===== src/rtl/usart_params.svh =====
/*
 * constants of the serial transceiver core: field codes, oversampling
 * figures and reset values.
 * assumes it is included by name from the core file.
 */
`ifndef USART_PARAMS_SVH
`define USART_PARAMS_SVH

// ****************************************
// mode field codes
// ****************************************
`define MODE_ASYNC 2'h0
`define MODE_SYNC 2'h1
`define MODE_SPI 2'h3

// ****************************************
// frame field codes
// ****************************************
`define LEN_NINE_CODE 3'h7
`define LEN_BASE 4'h5
`define LEN_NINE 4'h9
`define PAR_EN_BIT 1
`define PAR_ODD_BIT 0

// ****************************************
// oversampling per bit
// ****************************************
`define OS_NORMAL 5'h10
`define OS_DOUBLE 5'h08

// ****************************************
// reset values
// ****************************************
`define LINE_IDLE 1'h1
`define RST_DATA 9'h000

`endif


===== src/rtl/usart_pkg.sv =====
/*
 * types shared by the serial transceiver core.
 * assumes nothing of its surroundings.
 */
package usart_pkg;
    // transmit sequence
    typedef enum logic [2:0] {TX_IDLE, TX_START, TX_DATA, TX_PAR, TX_STOP} tx_state_t;
    // receive sequence
    typedef enum logic [2:0] {RX_IDLE, RX_START, RX_DATA, RX_PAR, RX_STOP} rx_state_t;
endpackage

===== src/rtl/usart_frame_and_clock_core.sv =====
/*
 * serial transceiver core: bit-rate generator, master/slave serial clock,
 * transmitter with one holding word, receiver with a two-entry buffer.
 * assumes control ports come from registers on clk; pins are asynchronous.
 */
`timescale 1ns/1ps
`default_nettype none
`include "usart_params.svh"
module usart_frame_and_clock_core #(
    parameter int DIVW = 12
) (
    input wire logic clk,
    input wire logic rstn,
    input wire logic [1:0] serialModeSelect,
    input wire logic doubleSpeedSelect,
    input wire logic master,
    input wire logic cpol,
    input wire logic [2:0] dataLengthSelect,
    input wire logic [1:0] paritySelect,
    input wire logic stopBitsSelect,
    input wire logic [DIVW-1:0] bitRateDivisor,
    input wire logic [DIVW-1:0] syncBitRateDivisor,
    input wire logic txe,
    input wire logic rxe,
    input wire logic [8:0] txData,
    input wire logic txValid,
    output logic txBufferEmptyFlag,
    output logic txCompleteFlag,
    input wire logic txCompleteClear,
    output logic [8:0] rxData,
    output logic rxFrameError,
    output logic rxParityError,
    output logic rxOverrun,
    output logic rxValid,
    input wire logic rxReady,
    input wire logic rxdPin,
    output logic txdPin,
    input wire logic sckIn,
    output logic sckOut,
    output logic sckOe
);
    import usart_pkg::*;

    // ****************************************
    // frame settings, shared by both paths
    // ****************************************
    logic syncMode, spiMode, parEn, parOdd;
    logic [3:0] len;
    logic [8:0] mask;
    logic [4:0] osLast;
    always_comb begin
        syncMode = serialModeSelect != `MODE_ASYNC;
        spiMode = serialModeSelect == `MODE_SPI;
        parEn = paritySelect[`PAR_EN_BIT];
        parOdd = paritySelect[`PAR_ODD_BIT];
        // nine-bit code, else five plus the low two code bits
        len = (dataLengthSelect == `LEN_NINE_CODE) ? `LEN_NINE
            : `LEN_BASE + {2'h0, dataLengthSelect[1:0]};
        mask = 9'h1FF >> (`LEN_NINE - len);
        // oversampling span
        osLast = (doubleSpeedSelect ? `OS_DOUBLE : `OS_NORMAL) - 5'h01;
    end

    // ****************************************
    // bit-rate generator and serial clock
    // ****************************************
    logic [DIVW-1:0] divCnt, next_divCnt;
    logic s1, s2, s3, r1, r2, rPrev; // synchronisers
    logic next_sckOut, next_sckOe, tick, running;
    logic rise, fall, changeEdge, sampleEdge;
    tx_state_t txState, next_txState;
    // divider and edge selection
    always_comb begin
        tick = divCnt == '0;
        // reload gives period divisor+1
        next_divCnt = tick ? (syncMode ? syncBitRateDivisor : bitRateDivisor)
                           : divCnt - 1'b1;
        // master clock runs through a frame and back to idle level
        running = syncMode && master && (txState != TX_IDLE || sckOut != cpol);
        next_sckOut = sckOut;
        if (!running) begin
            next_sckOut = cpol;
        end else if (tick) begin
            next_sckOut = !sckOut;
        end
        next_sckOe = syncMode && master;
        if (master) begin
            rise = running && tick && !sckOut;
            fall = running && tick && sckOut;
        end else begin
            rise = syncMode && s2 && !s3;
            fall = syncMode && !s2 && s3;
        end
        changeEdge = cpol ? fall : rise;
        sampleEdge = cpol ? rise : fall;
    end
    // clock registers
    always_ff @(posedge clk or negedge rstn) begin
        if (!rstn) begin
            divCnt <= '0;
            {s1, s2, s3} <= 3'h0;
            {r1, r2, rPrev} <= 3'h7;
            sckOut <= 1'b0;
            sckOe <= 1'b0;
        end else begin
            divCnt <= next_divCnt;
            {s1, s2, s3} <= {sckIn, s1, s2};
            {r1, r2, rPrev} <= {rxdPin, r1, r2};
            sckOut <= next_sckOut;
            sckOe <= next_sckOe;
        end
    end

    // ****************************************
    // transmitter
    // ****************************************
    logic [8:0] hold, next_hold, txShift, next_txShift;
    logic holdFull, next_holdFull, next_txd, next_txEmpty, next_txDone;
    logic [3:0] txCnt, next_txCnt;
    logic [4:0] txOs, next_txOs;
    logic accept, load, txAdv, frameEnd;
    // transmit sequence and holding word
    always_comb begin
        accept = txValid && txBufferEmptyFlag;
        txAdv = syncMode ? changeEdge : (tick && txOs == osLast);
        frameEnd = txAdv && (spiMode ? (txState == TX_DATA && txCnt == len - 4'h1)
            : (txState == TX_STOP && txCnt[0] == stopBitsSelect));
        load = holdFull && txe && (txState == TX_IDLE || frameEnd);
        next_txState = txState;
        next_txShift = txShift;
        next_txCnt = txCnt;
        next_txOs = (tick && !syncMode) ? ((txOs == osLast) ? 5'h00 : txOs + 5'h01) : txOs;
        if (load) begin
            next_txShift = hold;
            next_txCnt = 4'h0;
            next_txOs = 5'h00;
            next_txState = spiMode ? TX_DATA : TX_START;
        end else if (frameEnd) begin
            next_txState = TX_IDLE;
        end else if (txAdv) begin
            case (txState)
                TX_START: begin
                    next_txState = TX_DATA;
                end
                TX_DATA: begin
                    next_txCnt = txCnt + 4'h1;
                    if (txCnt == len - 4'h1) begin
                        next_txCnt = 4'h0;
                        next_txState = parEn ? TX_PAR : TX_STOP;
                    end
                end
                TX_PAR: begin
                    next_txState = TX_STOP;
                end
                TX_STOP: begin
                    next_txCnt = 4'h1; // second stop
                end
                default: begin
                    next_txState = TX_IDLE;
                end
            endcase
        end
        // line level from the coming state
        case (next_txState)
            TX_START: next_txd = 1'b0;
            TX_DATA: next_txd = next_txShift[next_txCnt];
            TX_PAR: next_txd = ^(next_txShift & mask) ^ parOdd;
            default: next_txd = `LINE_IDLE;
        endcase
        next_holdFull = (holdFull && !load) || accept;
        next_hold = accept ? txData : hold;
        next_txEmpty = !next_holdFull;
        // set wins over clear
        next_txDone = (frameEnd && !holdFull && !accept)
            || (txCompleteFlag && !txCompleteClear && !accept);
    end
    // transmit registers
    always_ff @(posedge clk or negedge rstn) begin
        if (!rstn) begin
            txState <= TX_IDLE;
            hold <= `RST_DATA;
            txShift <= `RST_DATA;
            holdFull <= 1'b0;
            txCnt <= 4'h0;
            txOs <= 5'h00;
            txdPin <= `LINE_IDLE;
            txBufferEmptyFlag <= 1'b1;
            txCompleteFlag <= 1'b0;
        end else begin
            txState <= next_txState;
            hold <= next_hold;
            txShift <= next_txShift;
            holdFull <= next_holdFull;
            txCnt <= next_txCnt;
            txOs <= next_txOs;
            txdPin <= next_txd;
            txBufferEmptyFlag <= next_txEmpty;
            txCompleteFlag <= next_txDone;
        end
    end

    // ****************************************
    // receiver
    // ****************************************
    rx_state_t rxState, next_rxState;
    logic [8:0] rxShift, next_rxShift;
    logic [3:0] rxCnt, next_rxCnt;
    logic [4:0] rxOs, next_rxOs;
    logic rxPar, next_rxPar, rxSample, push;
    logic [10:0] pushWord;
    // receive sequence
    always_comb begin
        rxSample = syncMode ? sampleEdge : (tick && rxOs == osLast);
        next_rxState = rxState;
        next_rxShift = rxShift;
        next_rxCnt = rxCnt;
        next_rxPar = rxPar;
        next_rxOs = (tick && !syncMode) ? rxOs + 5'h01 : rxOs;
        push = 1'b0;
        pushWord = {parEn && (rxPar != (^(rxShift & mask) ^ parOdd)), !r2, rxShift & mask};
        case (rxState)
            RX_IDLE: begin
                next_rxOs = 5'h00;
                next_rxCnt = 4'h0;
                if (!syncMode && rPrev && !r2) begin
                    next_rxState = RX_START;
                end else if (spiMode && sampleEdge) begin
                    next_rxShift[0] = r2;
                    next_rxCnt = 4'h1;
                    next_rxState = RX_DATA;
                end else if (syncMode && sampleEdge && !r2) begin
                    next_rxState = RX_DATA;
                end
            end
            RX_START: begin
                // mid start bit
                if (tick && rxOs == (osLast >> 1)) begin
                    next_rxOs = 5'h00;
                    next_rxState = r2 ? RX_IDLE : RX_DATA;
                end
            end
            default: begin
                if (rxSample) begin
                    next_rxOs = 5'h00;
                    case (rxState)
                        RX_DATA: begin
                            next_rxShift[rxCnt] = r2;
                            next_rxCnt = rxCnt + 4'h1;
                            if (rxCnt == len - 4'h1) begin
                                next_rxState = parEn ? RX_PAR : RX_STOP;
                                if (spiMode) begin
                                    next_rxState = RX_STOP;
                                end
                            end
                        end
                        RX_PAR: begin
                            next_rxPar = r2;
                            next_rxState = RX_STOP;
                        end
                        default: begin
                            // first stop closes the frame
                            push = 1'b1;
                            next_rxState = RX_IDLE;
                        end
                    endcase
                end
                if (spiMode && rxState == RX_STOP) begin
                    push = 1'b1;
                    pushWord[9] = 1'b0;
                    next_rxState = RX_IDLE;
                end
            end
        endcase
        if (!rxe) begin
            push = 1'b0;
            next_rxState = RX_IDLE;
        end
    end
    // receive registers
    always_ff @(posedge clk or negedge rstn) begin
        if (!rstn) begin
            rxState <= RX_IDLE;
            rxShift <= `RST_DATA;
            rxCnt <= 4'h0;
            rxOs <= 5'h00;
            rxPar <= 1'b0;
        end else begin
            rxState <= next_rxState;
            rxShift <= next_rxShift;
            rxCnt <= next_rxCnt;
            rxOs <= next_rxOs;
            rxPar <= next_rxPar;
        end
    end

    // ****************************************
    // two-entry receive buffer
    // ****************************************
    logic [10:0] slot1, next_slot1, next_head;
    logic v1, next_v1, next_v0, pop, next_ovr;
    // head stage drives the outputs directly
    always_comb begin
        pop = rxValid && rxReady;
        next_head = {rxParityError, rxFrameError, rxData};
        next_slot1 = slot1;
        next_v0 = rxValid;
        next_v1 = v1;
        if (pop) begin
            next_head = slot1;
            next_v0 = v1;
            next_v1 = 1'b0;
        end
        if (push && !next_v0) begin
            next_head = pushWord;
            next_v0 = 1'b1;
        end else if (push && !next_v1) begin
            next_slot1 = pushWord;
            next_v1 = 1'b1;
        end
        // the clearing read wins over overrun set
        next_ovr = (push && rxValid && v1 && !pop) || (rxOverrun && !pop);
        if (!rxe) begin
            next_v0 = 1'b0;
            next_v1 = 1'b0;
            next_ovr = 1'b0;
        end
    end
    // buffer registers
    always_ff @(posedge clk or negedge rstn) begin
        if (!rstn) begin
            {rxParityError, rxFrameError, rxData} <= 11'h000;
            slot1 <= 11'h000;
            rxValid <= 1'b0;
            v1 <= 1'b0;
            rxOverrun <= 1'b0;
        end else begin
            {rxParityError, rxFrameError, rxData} <= next_head;
            slot1 <= next_slot1;
            rxValid <= next_v0;
            v1 <= next_v1;
            rxOverrun <= next_ovr;
        end
    end
endmodule
`default_nettype wire


===== config.mk =====
export PLATFORM = sky130hd
export DESIGN_NAME = usart_frame_and_clock_core
export DESIGN_NICKNAME = d
export VERILOG_FILES = /design/src/rtl/usart_pkg.sv /design/src/rtl/usart_frame_and_clock_core.sv
export VERILOG_INCLUDE_DIRS = /design/src /design/src/rtl
export SDC_FILE = /design/constraint.sdc
export NUM_CORES = 1
export LEC_CHECK = 0
export BUFFER_PORTS_ARGS = -buffer_cell sky130_fd_sc_hd__buf_4
export CORE_UTILIZATION = 30
export DETAILED_ROUTE_END_ITERATION = 16
export HOLD_SLACK_MARGIN = 0.02
export PLACE_DENSITY = 0.56
export SLEW_MARGIN = 25
export SYNTH_ARGS = -nofsm -noshare
export SYNTH_HDL_FRONTEND = slang
export SYNTH_SLANG_ARGS = --single-unit
export TNS_END_PERCENT = 10

===== constraint.sdc =====
create_clock -name clk -period 8.43 [get_ports clk]
set_input_delay 1.686 -clock clk [delete_from_list [all_inputs] [get_ports clk]]
set_output_delay 1.686 -clock clk [all_outputs]
set_load 0.005 [all_outputs]

==> flow_summary.json <==
{
  "first_global_vias": 4610,
  "synth_edf_count": 0,
  "hp-class": "flop to flop",
  "die_y_um": 139.5,
  "place_congestion": 0.8247,
  "die_x_um": 139.5,
  "num_vias": 4499,
  "dp_cells": 872,
  "drc": 0,
  "yosys.area.top_type": "dfrtp_1",
  "cp_slowest_cell": "mux2_2",
  "rr_worst_depth": 10,
  "num-nets-final": 721,
  "start_kind": "input pin",
  "numCtsBuffers": 9,
  "yosys-top-cells-area": "dfrtp_1, mux2_2, nand2_1",
  "dpl_cell_area_mm2": 0.006420,
  "path_class": "input pin to flop",
  "cts_buffer_depth": 2,
  "die_area_mm2": 0.01946,
  "critPathMaxStageDelay_ps": 400,
  "yosysSeqAreaShare": 0.4466,
  "maxCapViolCount": 0,
  "crit_arrival_ps": 5430,
  "track_usage": 0.1474,
  "instances_no_fill": 887,
  "synth.distinct_cells": 61,
  "synthCells": 594,
  "start_util": 0.3105,
  "cts_resized": 0,
  "p_leak_nw": 3.031,
  "vdd_drop_max_mv": 0.1358,
  "core_mm2": 0.01827,
  "finalSetupViolCount": 0,
  "cts_root_buf": "clkbuf_16",
  "antenna_cells": 0,
  "drive_gt1_frac": 0.2249,
  "avgSynthCellArea_um2": 9.550,
  "totalWireLength_um": 13620,
  "min_path_cells": 0,
  "period_share": 0.6111,
  "grt_setup_unrepaired": "false",
  "rows": 49,
  "wl_per_cell_um": 15.35,
  "fmax_ghz": 0.1941,
  "cts_tree": "done",
  "drv_slew": 0,
  "clkLatencyLatePin_ps": 360,
  "async_reset_ff_frac": 1.000,
  "final_antenna_net_count": 0,
  "ys.flop_type": "dfrtp_1",
  "finalCriticalPeriod_ps": 5152,
  "clk_pin_slew_worst_paths_ps": 80,
  "tightestPinTransition_ps": 875.1,
  "hold_buffers": 0,
  "postLayoutCellArea_mm2": 0.006745,
  "yosys.area.top_type_share": 0.4235,
  "hold_viol_final": 0,
  "post-dp-hpwl_um": 10100,
  "utilization": 0.3692,
  "ys_ff_latch": 101,
  "fin_tns_setup_ps": 0,
  "synth_area_mm2": 0.005673,
  "outcome": "finished, final reports clean",
  "synth_nets": 661,
  "antenna_found_initial": 0,
  "final_cell_mix": "dfrtp_1, nand2_1, buf_4",
  "areaGrowthSynthToFinish_pct": 18.90,
  "finClkSkew_ps": 11.09,
  "cts_sinks": 101,
  "fin_ws_ps": 3278,
  "cp_data_required_time_ps": 8710,
  "htree_levels": 3,
  "yosys_warnings": 0,
  "portBuffers": 70,
  "drt_first_pass_iters": 4,
  "gr-total-overflow": 0,
  "maxSlewHeadroom": 0.4139,
  "drtIter0Drc": 255,
  "p_per_area_mw_per_mm2": 258.4,
  "cp_max_fo": 27,
  "ios": 71,
  "path_cells": "buf_4 -> ha_1 -> a21bo_2 -> ha_1 -> xnor2_1 -> and2_1 -> a31oi_1 -> a211oi_4 -> buf_4 -> mux2_2 -> mux2_1 -> a32o_1 -> xnor2_1 -> xor2_1 -> o211ai_1",
  "final_common_cell": "dfrtp_1",
  "postCtsSetupRepairBufs": 0,
  "grt_pass1_wl_um": 22820,
  "grt_max_degree": 81,
  "via_per_inst": 5.072,
  "dp_slack_ps": 2932,
  "critical_path.endpoint_type": "flop"
}
## power by group
group          switching, mW  internal (mW)
Sequential             0.109          0.583
Combinational          0.291          0.301
Clock                  0.197          0.262
## routing by layer
layer	part of all wire	GRT usage	vias up
li1	-	-	2205
met1	0.47	0.1880	2198
met2	0.48	0.2478	77
met3	0.034	0.02340	19
met4	0.020	0.06199	0
met5	0	0	-
## cells in the mapped netlist, drive strengths merged, types with 2 or more instances
cell type,count
o41ai,2
nand2b,7
mux2i,9
and2,3
nor3b,4
clkbuf,24
a21oi,27
a32oi,2
ha,14
a221oi,2
dfrtp,96
nor3,13
mux4,2
a2bb2oi,2
a21o,3
o211ai,3
or4,3
nor2,46
or2,5
o31ai,3
nand4,7
and4b,3
mux2,41
nand3,17
a21boi,2
inv,21
dfstp,5
nor4b,2
a31oi,15
or3,3
o21ai,44
and3,4
nand3b,2
nor2b,7
nand2,86
xnor2,27
nor4,3
xor2,16
## registers in the layout (all words and copies together), names as in the netlist, 4 cells and up
signal / flops
divCnt: 12
slot1: 11
hold: 9
rxData: 9
rxShift: 9
txShift: 9
rxOs: 5
txOs: 5
rxCnt: 4
txCnt: 4
## worst paths after layout
| kind | start | end | slack, ps |
|---|---|---|---|
| max in group asynchronous | rstn | rxFrameError | 6200 |
| worst max register to register | divCnt[0] | slot1[1] | 4220 |
| worst min register to register | s1 | s2 | 360 |
| worst max-delay path | dataLengthSelect[0] | txdPin | 3280 |
| min in group asynchronous | rstn | rxState[1] | 1220 |
| worst min-delay path | s1 | s2 | 360 |
## cell families after synthesis
logic type	synth area share
fa+ha+maj	0.03088
flops	0.4466
xor+xnor	0.07036
buf+inv	0.03066
simple gates	0.1844
compound gates	0.1312
mux	0.1059
## worst max-delay path, delay by kind of cell
family | cells | cell delay [ps]
AOI/OAI and AO/OA | 5 | 1210
xor gates and xnor gates | 3 | 580
adders and majority gates | 2 | 620
buffers and inverters | 2 | 480
muxes | 2 | 680
and+or+nand+nor | 1 | 150
## final cells by class
| class | instances | area (um2) |
|---|---|---|
| Fill cell | 1810 | 11520 |
| Multi-Input combinational cell | 447 | 2968 |
| Sequential cell | 101 | 2534 |
| Timing Repair Buffer | 74 | 559.3 |
| Tap cell | 229 | 286.5 |
| Clock buffer | 9 | 225.2 |
| Clock inverter | 6 | 93.84 |
| Inverter | 21 | 78.83 |
## per-stage QoR
| stage | power [mW] | hold slack (ps) |
|---|---|---|
| after floorplan | 1.118 | 331.2 |
| after CTS | 1.757 | 358.8 |
| after global routing | 1.858 | 365.5 |
| after detailed placement | 1.292 | 343.6 |
| final | 1.743 | 356.9 |
| after global placement | 1.282 | 338.4 |
No activity file was read; power rests on OpenSTA's default activity.
